--- src/arb_pkg.sv ---
// Package with the arbiter's register map, field positions and shared types.
package arb_pkg;
  localparam logic [7:0] arb_reg_addr = 8'h9a;
  localparam logic [7:0] csr_addr = 8'h8f;
  localparam logic [7:0] pwr_ctrl_addr = 8'h87;
  localparam int req_bit = 0;
  localparam int grant_bit = 7;
  localparam int remap_bit = 2;
  localparam int prog_wr_en_bit = 4;
  localparam logic [7:0] arb_reg_reset = 8'h00;
  localparam logic [7:0] csr_reset = 8'h00;
  localparam logic [7:0] pwr_ctrl_reset = 8'h00;
  localparam logic [13:0] win_mask = 14'h3fff;
  localparam logic [13:0] unlock_a = 14'h0555;
  localparam logic [13:0] unlock_b = 14'h02aa;
  localparam logic [13:0] erase_ofs = 14'h0000;
  localparam logic [7:0] key_aa = 8'haa;
  localparam logic [7:0] key_55 = 8'h55;
  localparam logic [7:0] cmd_erase_setup = 8'h80;
  localparam logic [7:0] cmd_sector_erase = 8'h30;
  localparam logic [7:0] cmd_byte_prog = 8'ha0;
  localparam logic [7:0] erased_byte = 8'hff;
  localparam logic [1:0] page_sram = 2'h0;
  localparam logic [1:0] page_win = 2'h1;

  // Special-function register access from the CPU core.
  typedef struct packed {
    logic wr;
    logic rd;
    logic [7:0] addr;
    logic [7:0] wdata;
  } sfr_req_t;

  // Program memory access from the CPU core.
  typedef struct packed {
    logic rd;
    logic wr;
    logic [18:0] addr;
    logic [7:0] wdata;
  } prog_req_t;

  // Flash command issued toward the flash macro.
  typedef struct packed {
    logic erase;
    logic prog;
    logic [18:0] addr;
    logic [7:0] data;
  } flash_cmd_t;
endpackage

--- src/xdata_arbiter_flash_remap.sv ---
// Memory arbiter with DMA bus ownership handshake and flash boot sector remap.
`timescale 1ns/1ps
`default_nettype none
module xdata_arbiter_flash_remap (
  input wire logic clock,
  input wire logic rstn,
  input wire arb_pkg::sfr_req_t sfr,
  output logic [7:0] sfr_rdata_r,
  input wire arb_pkg::prog_req_t prog,
  input wire logic dma_req,
  input wire logic dma_done,
  input wire logic isr_active,
  input wire logic isr_high,
  input wire logic [7:0] flash_rdata,
  output logic dma_interrupt_line_r,
  output logic dma_ownership_grant_r,
  output logic dma_owns_xdata_r,
  output logic sram_sel_r,
  output logic flash_sel_r,
  output logic [18:0] flash_addr_r,
  output logic [7:0] prog_rdata_r,
  output logic erase_done_r,
  output logic prog_done_r,
  output arb_pkg::flash_cmd_t flash_cmd_r,
  output logic flash_armed_r
);
  import arb_pkg::*;

  logic req_r;
  logic remap_r;
  logic prog_wr_en_r;
  logic [18:0] phys_addr;
  logic in_win;
  logic in_sram;
  logic wr_win;
  logic wr_direct;
  logic [7:0] prog_wdata_r;
  logic prog_pending_r;
  logic [7:0] read_mux;

  ////////////////////////////////////////////////////////////////////////////
  // Address decode: low 16KB to SRAM, next 16KB folded when remap is on.
  assign in_sram = (prog.addr[18:14] == 5'h00);
  assign in_win = remap_r && (prog.addr[18:14] == {3'h0, page_win});
  always_comb begin
    phys_addr = prog.addr;
    if (in_win) begin
      phys_addr = {5'h00, prog.addr[13:0] & win_mask};
    end
  end
  assign wr_win = prog.wr && prog_wr_en_r && in_win;
  assign wr_direct = prog.wr && prog_wr_en_r && !in_sram && !in_win;

  // Routing of each program access, registered toward the memories.
  always_ff @(posedge clock or negedge rstn) begin
    if (!rstn) begin
      sram_sel_r <= 1'b0;
      flash_sel_r <= 1'b0;
      flash_addr_r <= '0;
      prog_rdata_r <= 8'h00;
    end else begin
      sram_sel_r <= (prog.rd | prog.wr) && in_sram;
      flash_sel_r <= (prog.rd | prog.wr) && !in_sram;
      flash_addr_r <= phys_addr;
      prog_rdata_r <= flash_rdata;
    end
  end

  ////////////////////////////////////////////////////////////////////////////
  // Request flag; the request wins over a completion in the same cycle.
  always_ff @(posedge clock or negedge rstn) begin
    if (!rstn) begin
      req_r <= arb_reg_reset[req_bit];
    end else if (dma_req) begin
      req_r <= 1'b1;
    end else if (dma_done) begin
      req_r <= 1'b0;
    end
  end

  // Grant is write-one only; completion clears it.
  always_ff @(posedge clock or negedge rstn) begin
    if (!rstn) begin
      dma_ownership_grant_r <= arb_reg_reset[grant_bit];
    end else if (sfr.wr && sfr.addr == arb_reg_addr && sfr.wdata[grant_bit]) begin
      dma_ownership_grant_r <= 1'b1;
    end else if (dma_done) begin
      dma_ownership_grant_r <= 1'b0;
    end
  end

  // DMA owns xDATA only with request and grant both set.
  always_ff @(posedge clock or negedge rstn) begin
    if (!rstn) begin
      dma_owns_xdata_r <= 1'b0;
    end else begin
      dma_owns_xdata_r <= req_r && dma_ownership_grant_r && !dma_done;
    end
  end

  // Interrupt raised while a request waits; a busy high-priority ISR holds it pending.
  always_ff @(posedge clock or negedge rstn) begin
    if (!rstn) begin
      dma_interrupt_line_r <= 1'b0;
    end else begin
      dma_interrupt_line_r <= req_r && !dma_ownership_grant_r
                              && !(isr_active && isr_high);
    end
  end

  ////////////////////////////////////////////////////////////////////////////
  // System registers holding remap enable and program write enable.
  always_ff @(posedge clock or negedge rstn) begin
    if (!rstn) begin
      remap_r <= csr_reset[remap_bit];
    end else if (sfr.wr && sfr.addr == csr_addr) begin
      remap_r <= sfr.wdata[remap_bit];
    end
  end

  always_ff @(posedge clock or negedge rstn) begin
    if (!rstn) begin
      prog_wr_en_r <= pwr_ctrl_reset[prog_wr_en_bit];
    end else if (sfr.wr && sfr.addr == pwr_ctrl_addr) begin
      prog_wr_en_r <= sfr.wdata[prog_wr_en_bit];
    end
  end

  // Register readback.
  always_comb begin
    read_mux = 8'h00;
    case (sfr.addr)
      arb_reg_addr: read_mux = {dma_ownership_grant_r, 6'h00, req_r};
      csr_addr: read_mux = {5'h00, remap_r, 2'h0};
      pwr_ctrl_addr: read_mux = {3'h0, prog_wr_en_r, 4'h0};
      default: read_mux = 8'h00;
    endcase
  end

  always_ff @(posedge clock or negedge rstn) begin
    if (!rstn) begin
      sfr_rdata_r <= 8'h00;
    end else if (sfr.rd) begin
      sfr_rdata_r <= read_mux;
    end
  end

  ////////////////////////////////////////////////////////////////////////////
  // Completion status from flash reads; program done needs a program command first, erase done needs none.
  always_ff @(posedge clock or negedge rstn) begin
    if (!rstn) begin
      prog_pending_r <= 1'b0;
      prog_wdata_r <= 8'h00;
      erase_done_r <= 1'b0;
      prog_done_r <= 1'b0;
    end else begin
      erase_done_r <= flash_sel_r && flash_addr_r[13:0] == win_mask
                      && flash_rdata == erased_byte;
      prog_done_r <= prog_pending_r && flash_sel_r && flash_rdata == prog_wdata_r;
      if (flash_cmd_r.prog) begin
        prog_pending_r <= 1'b1;
        prog_wdata_r <= flash_cmd_r.data;
      end else if (prog_done_r) begin
        prog_pending_r <= 1'b0;
      end
    end
  end

  // Flash command sequence decoding.
  flash_cmd_seq u_seq (
    .clock(clock),
    .rstn(rstn),
    .wr_win(wr_win),
    .wr_direct(wr_direct),
    .flash_addr(phys_addr),
    .wdata(prog.wdata),
    .prog_wr_en(prog_wr_en_r),
    .cmd_r(flash_cmd_r),
    .armed_r(flash_armed_r)
  );

  ////////////////////////////////////////////////////////////////////////////
  // Checks on request, grant, ownership, interrupt and address map behaviour.
  property p_grant_needed;
    @(posedge clock) disable iff (!rstn)
    dma_owns_xdata_r |-> $past(dma_ownership_grant_r) && $past(req_r);
  endproperty
  a_grant_needed: assert property (p_grant_needed) else $error("DMA owns bus without grant");

  property p_done_clears;
    @(posedge clock) disable iff (!rstn)
    dma_done && !dma_req |=> !req_r && !dma_ownership_grant_r;
  endproperty
  a_done_clears: assert property (p_done_clears) else $error("Completion left flags set");

  property p_req_sets;
    @(posedge clock) disable iff (!rstn)
    dma_req |=> req_r;
  endproperty
  a_req_sets: assert property (p_req_sets) else $error("Request flag not set");

  property p_irq;
    @(posedge clock) disable iff (!rstn)
    req_r && !dma_ownership_grant_r && !isr_active |=> dma_interrupt_line_r;
  endproperty
  a_irq: assert property (p_irq) else $error("Interrupt not raised");

  property p_no_preempt;
    @(posedge clock) disable iff (!rstn)
    isr_active && isr_high |=> !dma_interrupt_line_r;
  endproperty
  a_no_preempt: assert property (p_no_preempt) else $error("High priority ISR preempted");

  property p_zero_write;
    @(posedge clock) disable iff (!rstn)
    !dma_ownership_grant_r && !(sfr.wr && sfr.addr == arb_reg_addr && sfr.wdata[grant_bit])
      |=> !dma_ownership_grant_r;
  endproperty
  a_zero_write: assert property (p_zero_write) else $error("Grant set without write one");

  property p_sram_low;
    @(posedge clock) disable iff (!rstn)
    (prog.rd || prog.wr) && prog.addr[18:14] == 5'h00 |=> sram_sel_r && !flash_sel_r;
  endproperty
  a_sram_low: assert property (p_sram_low) else $error("Low program space left SRAM");

  property p_remap;
    @(posedge clock) disable iff (!rstn)
    remap_r && prog.rd && prog.addr[18:14] == 5'h01 |=> flash_addr_r[18:14] == 5'h00;
  endproperty
  a_remap: assert property (p_remap) else $error("Window not folded to boot sector");

  property p_direct;
    @(posedge clock) disable iff (!rstn)
    !remap_r && prog.rd && prog.addr[18:14] == 5'h01 |=> flash_addr_r[18:14] == 5'h01;
  endproperty
  a_direct: assert property (p_direct) else $error("Direct mapping broken");
endmodule
`default_nettype wire

--- src/flash_cmd_seq.sv ---
// Flash command sequencer decoding unlock, erase and byte-program write sequences.
`timescale 1ns/1ps
`default_nettype none
module flash_cmd_seq (
  input wire logic clock,
  input wire logic rstn,
  input wire logic wr_win,
  input wire logic wr_direct,
  input wire logic [18:0] flash_addr,
  input wire logic [7:0] wdata,
  input wire logic prog_wr_en,
  output arb_pkg::flash_cmd_t cmd_r,
  output logic armed_r
);
  import arb_pkg::*;

  typedef enum logic [3:0] {
    s_idle, s_u1, s_u2, s_e3, s_e4, s_e5, s_armed
  } seq_t;

  seq_t state_r;
  seq_t state_nxt;
  logic [13:0] ofs;
  logic any_wr;

  assign ofs = flash_addr[13:0];
  assign any_wr = wr_win | wr_direct;

  ////////////////////////////////////////////////////////////////////////////
  // Command decode; a wrong write returns the sequence to idle.
  always_comb begin
    state_nxt = state_r;
    case (state_r)
      s_idle: if (wr_win) begin
        state_nxt = (ofs == unlock_a && wdata == key_aa) ? s_u1 : s_idle;
      end
      s_u1: if (any_wr) begin
        state_nxt = (wr_win && ofs == unlock_b && wdata == key_55) ? s_u2 : s_idle;
      end
      s_u2: if (any_wr) begin
        if (wr_win && ofs == unlock_a && wdata == cmd_byte_prog) begin
          state_nxt = s_armed;
        end else if (wr_win && ofs == unlock_a && wdata == cmd_erase_setup) begin
          state_nxt = s_e3;
        end else begin
          state_nxt = s_idle;
        end
      end
      s_e3: if (any_wr) begin
        state_nxt = (wr_win && ofs == unlock_a && wdata == key_aa) ? s_e4 : s_idle;
      end
      s_e4: if (any_wr) begin
        state_nxt = (wr_win && ofs == unlock_b && wdata == key_55) ? s_e5 : s_idle;
      end
      s_e5: if (any_wr) begin
        state_nxt = s_idle;
      end
      s_armed: if (any_wr) begin
        state_nxt = s_idle;
      end
      default: state_nxt = s_idle;
    endcase
    // Without the write enable the sequence is forced back to idle; flash reads still go through.
    if (!prog_wr_en) begin
      state_nxt = s_idle;
    end
  end

  // Sequence state.
  always_ff @(posedge clock or negedge rstn) begin
    if (!rstn) begin
      state_r <= s_idle;
    end else begin
      state_r <= state_nxt;
    end
  end

  // One-cycle command pulses; the armed state survives a remap change.
  always_ff @(posedge clock or negedge rstn) begin
    if (!rstn) begin
      cmd_r <= '0;
      armed_r <= 1'b0;
    end else begin
      cmd_r.erase <= prog_wr_en && state_r == s_e5 && wr_win && ofs == erase_ofs
                     && wdata == cmd_sector_erase;
      cmd_r.prog <= prog_wr_en && state_r == s_armed && any_wr;
      if (any_wr) begin
        cmd_r.addr <= flash_addr;
        cmd_r.data <= wdata;
      end
      armed_r <= (state_nxt == s_armed);
    end
  end
endmodule
`default_nettype wire

--- config.mk ---
export PLATFORM = sky130hd
export DESIGN_NAME = xdata_arbiter_flash_remap
export DESIGN_NICKNAME = d
export VERILOG_FILES = /design/src/arb_pkg.sv /design/src/xdata_arbiter_flash_remap.sv /design/src/flash_cmd_seq.sv
export SDC_FILE = /design/constraint.sdc
export NUM_CORES = 1
export LEC_CHECK = 0
export ABC_AREA = 1
export BUFFER_PORTS_ARGS = -buffer_cell sky130_fd_sc_hd__buf_2
export CORE_MARGIN = 2
export CORE_UTILIZATION = 49
export DETAILED_ROUTE_END_ITERATION = 6
export PLACE_DENSITY = 0.86
export SLEW_MARGIN = 25
export SYNTH_ARGS = -nofsm -noshare
export SYNTH_HDL_FRONTEND = slang
export SYNTH_SLANG_ARGS = --single-unit
--- constraint.sdc ---
create_clock -name clock -period 1.9 [get_ports clock]
set_clock_uncertainty 0.05 [all_clocks]
set_input_delay 0.19 -clock clock [delete_from_list [all_inputs] [get_ports clock]]
set_output_delay 0.19 -clock clock [all_outputs]
set_load 0.02 [all_outputs]
==> impl_metrics.tcl, run 1 <==
set metrics [dict create \
    yosys_warnings 0 \
    maxCapViolations 0 \
    ios 133 \
    chipHeight_um 88.4 \
    ir_worst_vdd_v 0.000465 \
    ys_seq_elements 84 \
    coreArea_um2 6830 \
    grt_overflow 0 \
    design_area_um2 4730 \
    ant_nets 0 \
    clock_latency_ps 360 \
    fillerInstances 502 \
    die_area_um2 7810 \
    cts_buffers 9 \
    crit_chain "dlygate4sd3_1, buf_2, nor2_4, nand3b_4, nand2_4, buf_4, a21oi_1, nand2_1, nor2_1" \
    switchingPower_mw 1.04 \
    hold_viol_final 0 \
    cp_max_fo 25 \
    seq_power_share_pct 49.1 \
    min_period_over_period_pct 90.5 \
    vias_per_cell 5.06 \
    cts_buffer_depth 2 \
    clock_sinks 84 \
    tightest_slew_ps 531 \
    cp_top_family "buffers and inverters" \
    clock.fmax_ghz 0.582 \
    grt_pass1_wl_um 14100 \
    crit_path_end_kind "flop" \
    die_w_um 88.4 \
    async_flop_share_pct 100 \
    p_comb_share_pct 14.1 \
    reg2reg_depth 7 \
    netlist_instances 364 \
    synth_top_flop_cell "dfrtp_1" \
    startpoint "prog[24]" \
    synth_commonest_cells "106 x nand2_1, 84 x dfrtp_1, 28 x inv_1, 28 x nor2_1, 17 x o21ai_0" \
    netlist_top_cells_area "dfrtp_1 60%, nand2_1 11%, inv_1 3.0%" \
    cp_slowest_cell "dlygate4sd3_1" \
    netlist.area_leader.share_pct 60.3 \
    powerDensity_nw_per_um2 832 \
    critPathBufInv 3 \
    worstSetupPathType "in2reg" \
    wl_um 9010 \
    dr.pass1.iters 6 \
    fin_nets 582 \
    intPower_mw 2.90 \
    critical_path.endpoint "u_seq.armed_r" \
    grt_max_degree 43 \
    setup_viol 0 \
    yosysSeqAreaShare_pct 60.3 \
    start_kind "input pin" \
    cts_tree "yes" \
    initial_core_util_pct 51.0 \
    synth_edf_count 0 \
    postCtsSetupBuffers 0 \
    synth_most_common_cell "nand2_1" \
    outcome "completed" \
    yosys.area.top_type "dfrtp_1" \
    path_clk_slew_ps 80 \
    grt_antenna_before_repair 0 \
    routedWlPerCell_um 14.5 \
    crit_cells 9 \
    r2r_end "u_seq.armed_r" \
    row_count 30 \
    drcViolationCount 0 \
    numPortBuffers 123 \
    slew_headroom_pct 64.1 \
    htree_levels 3 \
    timing.rr.start "prog_wr_en_r" \
    setup_tns_ps 0 \
    vias 3147 \
    required_ps 2100 \
    place_hpwl_um 6240 \
    grt_usage_pct 23.8 \
    drive_above_1_share_pct 31.6 \
    syn_area_um2 3490 \
    cts_root_buf "clkbuf_8" \
    period_minus_slack_ps 1720 \
    worstPathArrival_ps 1920 \
    gp_congestion 0.847 \
    slew_violations 0 \
    syn_to_final_growth_pct 35.7 \
    r2r_slack_ps 260 \
    avgSynthCellArea_um2 9.58 \
    holdCritPathClass "in2reg" \
    cellLeakagePower_nw 2.48 \
    drt-initial-drc-count 260 \
    n_antenna_cell 0 \
    switching_share_pct 26.4 \
    rsz0062_at_grt "no" \
    clkPwrFrac_pct 36.8 \
    ys_types 41 \
    cpPeakStageDelay_ps 530 \
    grt_pass1_vias 3120 \
    placed_area_um2 4190 \
]
-- power groups by stage --
stage / registers, mW / logic [mW] / clock network (mW)
finish: 1.93 / 0.555 / 1.45
global route: 1.94 / 0.605 / 1.53
CTS: 1.93 / 0.554 / 1.47
detailed placement: 1.96 / 0.499 / 0
global placement: 1.96 / 0.486 / 0
floorplan: 2.07 / 0.144 / 0
-- layer usage --
metal	part of all wire (%)	vias to the layer above	track usage, %
met5	0	-	0
met2	51	164	43.2
met4	2.2	0	8.40
met3	8.2	23	7.18
met1	39	1472	26.3
li1	-	1488	-
-- worst min-delay path by stage --
stage,start,end,slack (ps),depth (start not counted)
6_report,sfr[2],remap_r,10,2
3_5_place_dp,rstn,erase_done_r,20,1
5_1_grt,sfr[2],remap_r,10,2
4_1_cts,sfr[2],remap_r,7,2
2_1_floorplan,rstn,dma_interrupt_line_r,-160,0
3_3_place_gp,rstn,erase_done_r,20,1
-- logic make-up (layout without fill, tap and decap cells) --
logic type | count (synthesis) | count (layout) | share of synthesized area, %
buffers and inverters | 49 | 207 | 6.24
other | 1 | 5 | 0.108
muxes | 6 | 6 | 1.94
DFF | 84 | 84 | 60.3
xor gates and xnor gates | 5 | 5 | 1.26
AOI/OAI and AO/OA | 34 | 34 | 6.14
and+or+nand+nor | 185 | 185 | 24.0
-- placed cells by master, fill, tap and decap left out, drive strengths merged --
cell type    instances
a211oi               2
a21boi               1
a21oi                4
a221oi               1
and3                 1
buf                126
bufinv               2
clkbuf              11
clkinv               3
conb                 5
dfrtp               84
dlygate4sd3         31
inv                 34
mux2                 6
nand2              109
nand3               16
nand3b               1
nand4               11
nor2                32
nor3                11
nor3b                1
nor4                 3
o2111ai              1
o211ai               2
o21ai               17
o21bai               3
o311ai               1
o31ai                2
xnor2                4
xor2                 1
-- flip-flops by register name (all words and copies together), names as in the netlist --
register and cells:
erase_done_r 1, dma_interrupt_line_r 1, prog_wdata_r 8, flash_sel_r 1, prog_wr_en_r 1, u_seq.armed_r 1, remap_r 1, sram_sel_r 1
req_r 1, prog_done_r 1, prog_pending_r 1, prog_rdata_r 8, u_seq.state_r 4, flash_addr_r 19, sfr_rdata_r 4, dma_ownership_grant_r 1
u_seq.cmd_r 29, dma_owns_xdata_r 1
-- stage by stage --
stage / instances / hold slack, ps / power (mW) / utilization, % / worst slack, ps
finish: 622 / 13.9 / 3.94 / 69.3 / 181
global route: 622 / 10.7 / 4.08 / 69.3 / 25.2
CTS: 622 / 7.19 / 3.96 / 69.2 / 113
detailed placement: 575 / 21.2 / 2.46 / 61.3 / 202
global placement: 575 / 16.9 / 2.45 / 61.3 / 258
floorplan: 368 / -156 / 2.22 / - / 582
-- what timing repair did --
action                     in CTS  in global routing
hold endpoints to repair       88                  0
hold buffers                   31                  0
gates resized for setup         0                  2
setup endpoints to repair       0                  1
-- final cells by class --
class                      count  area [µm²]  share of cell area, %
sequential                    84        2100                   44.4
multi-input combinational    235        1180                   25.0
timing repair buffer         157         963                   20.4
clock buffer                  11         151                   3.20
inverter                      34         130                   2.75
tap                           96         120                   2.54
clock inverter                 5        82.6                   1.75
No activity file was read; power rests on OpenSTA's default activity.
==> inputs of run 2 (changes only) <==
--- a/config.mk
+++ b/config.mk
@@ -6,11 +6,11 @@
 export NUM_CORES = 1
 export LEC_CHECK = 0
 export ABC_AREA = 1
-export BUFFER_PORTS_ARGS = -buffer_cell sky130_fd_sc_hd__buf_2
 export CORE_MARGIN = 2
-export CORE_UTILIZATION = 49
+export CORE_UTILIZATION = 60
 export DETAILED_ROUTE_END_ITERATION = 6
-export PLACE_DENSITY = 0.86
+export DONT_BUFFER_PORTS = 1
+export PLACE_DENSITY = 0.82
 export SLEW_MARGIN = 25
 export SYNTH_ARGS = -nofsm -noshare
 export SYNTH_HDL_FRONTEND = slang
==> constraint.sdc (replaced) <==
create_clock -name clock -period 2.1 [get_ports clock]
set_clock_uncertainty 0.05 [all_clocks]
set_input_delay 0.21 -clock clock [delete_from_list [all_inputs] [get_ports clock]]
set_output_delay 0.21 -clock clock [all_outputs]
set_load 0.02 [all_outputs]
==> impl_metrics.tcl, run 2 (same netlist as run 1, synthesis figures left out) <==
set metrics [dict create \
    outcome "finished, violations left" \
    violations "hold timing" \
    hold_viol_final 84 \
    n_antenna_cell 0 \
    cellLeakagePower_nw 1.98 \
    place_hpwl_um 5350 \
    worstPathArrival_ps 1910 \
    timing.rr.start "prog_wr_en_r" \
    mostFrequentLayoutCell "nand2_1" \
    wl_um 8860 \
    layout_common_cells "106 x nand2_1, 84 x dfrtp_1, 44 x dlygate4sd3_1" \
    setup_ws_ps 399 \
    clock.fmax_ghz 0.588 \
    startpoint "prog_wr_en_r" \
    regMostFlops "u_seq.cmd_r" \
    die_area_um2 6440 \
    row_count 27 \
    cpPeakStageDelay_ps 430 \
    dr.pass1.iters 4 \
    hold_ws_ps -504 \
    cp_max_fo 20 \
    coreArea_um2 5570 \
    required_ps 2310 \
    vias_per_cell 5.80 \
    p_total_mw 3.18 \
    vias 2814 \
    slew_headroom_pct 60.0 \
    utilization_pct 74.1 \
    chipHeight_um 80.2 \
    crit_top_cell "nand2_1" \
    period_minus_slack_ps 1700 \
    powerDensity_nw_per_um2 770 \
    die_w_um 80.2 \
    cts_resized 0 \
    cts_hold_buf 44 \
    setup_tns_ps 0 \
    critPathBufInv 2 \
    grt_pass1_vias 2956 \
    holdCritPathClass "in2async" \
    grt_usage_pct 29.1 \
    cp_top_family "simple AND/OR/NAND/NOR gates" \
    largest_reg_flops 29 \
    cts_buffers 9 \
    maxCapViolations 0 \
    grt_pass1_wl_um 14000 \
    crit_chain "nand2_2, clkinv_1, nand2_4, inv_2, o21bai_2, nand2_1, nand2_1, nand2_1, nor2_1" \
    cts_tree "yes" \
    htree_levels 3 \
    drt-initial-drc-count 238 \
    path_clk_slew_ps 90 \
    worstSetupPathType "reg2reg" \
    postCtsSetupBuffers 0 \
    syn_to_final_growth_pct 18.5 \
    start_kind "flop" \
    gp_congestion 0.881 \
    drive_above_1_share_pct 9.44 \
    min_period_over_period_pct 81.0 \
    setup_viol 0 \
    place_ws_ps 437 \
    clock_sinks 84 \
    routedWlPerCell_um 18.3 \
    cp_slowest_cell "dfrtp_1" \
    cts_buffer_depth 2 \
    crit_path_end_kind "flop" \
    ios 133 \
    grt_antenna_before_repair 0 \
    numPortBuffers 0 \
    slew_violations 0 \
    fin_nets 470 \
    cts_root_buf "clkbuf_8" \
    ir_worst_vdd_v 0.000430 \
    reg_top3 "u_seq.cmd_r: 29 flops, flash_addr_r: 19 flops" \
    clock_latency_ps 340 \
    drcViolationCount 0 \
    ant_nets 0 \
    initial_core_util_pct 62.6 \
    grt_overflow 0 \
    grt_max_degree 85 \
    rsz0062_at_grt "no" \
    tightest_slew_ps 600 \
]
==> run 2: cell count changes in the layout (fill, tap and decap cells not counted), moves of 2 or more <==
cell / change
clkinv_2: +2
buf_4: -2
clkbuf_8: -2
buf_2: -122
dlygate4sd3_1: +13
==> run 2: metal layers <==
layer  GRT usage [%]  vias up  part of all wire (%)
met5               0        -                     0
met4            13.1        0                   2.6
met3            9.44       23                   9.6
met2            50.2      186                    52
met1            32.8     1356                    36
li1                -     1249                     -
==> run 2: path summary, 6_finish.rpt <==
path	slack (ps)	to	cells past startpoint
worst max-delay path	400	u_seq.armed_r	9
worst min-delay path	-500	prog_wdata_r[1]	0
worst max register to register	400	u_seq.armed_r	9
worst min register to register	500	req_r	2
max in group asynchronous	2350	u_seq.state_r[0]	0
min in group clock	10	flash_sel_r	2
==> run 2: cell type report <==
cell class | instances | area (µm²)
sequential | 84 | 2100
fill | 356 | 1440
multi-input combinational | 235 | 1180
timing repair buffer | 45 | 448
clock buffer | 10 | 128
inverter | 34 | 128
tap | 72 | 90.1
clock inverter | 5 | 53.8
==> run 2: metrics by stage <==
stage / instance area [µm²] / cells
final: 4130 / 485
after global routing: 4130 / 485
after CTS: 4130 / 485
after detailed placement: 3510 / 426
after global placement: 3510 / 426
after floorplan: 3500 / 368
==> run 2: power by group <==
part	switching (mW)	internal (mW)	leakage [nW]
logic	0.119	0.104	0.839
clock network	0.552	0.540	0.0959
registers	0.166	1.70	1.05
total	0.838	2.34	1.98
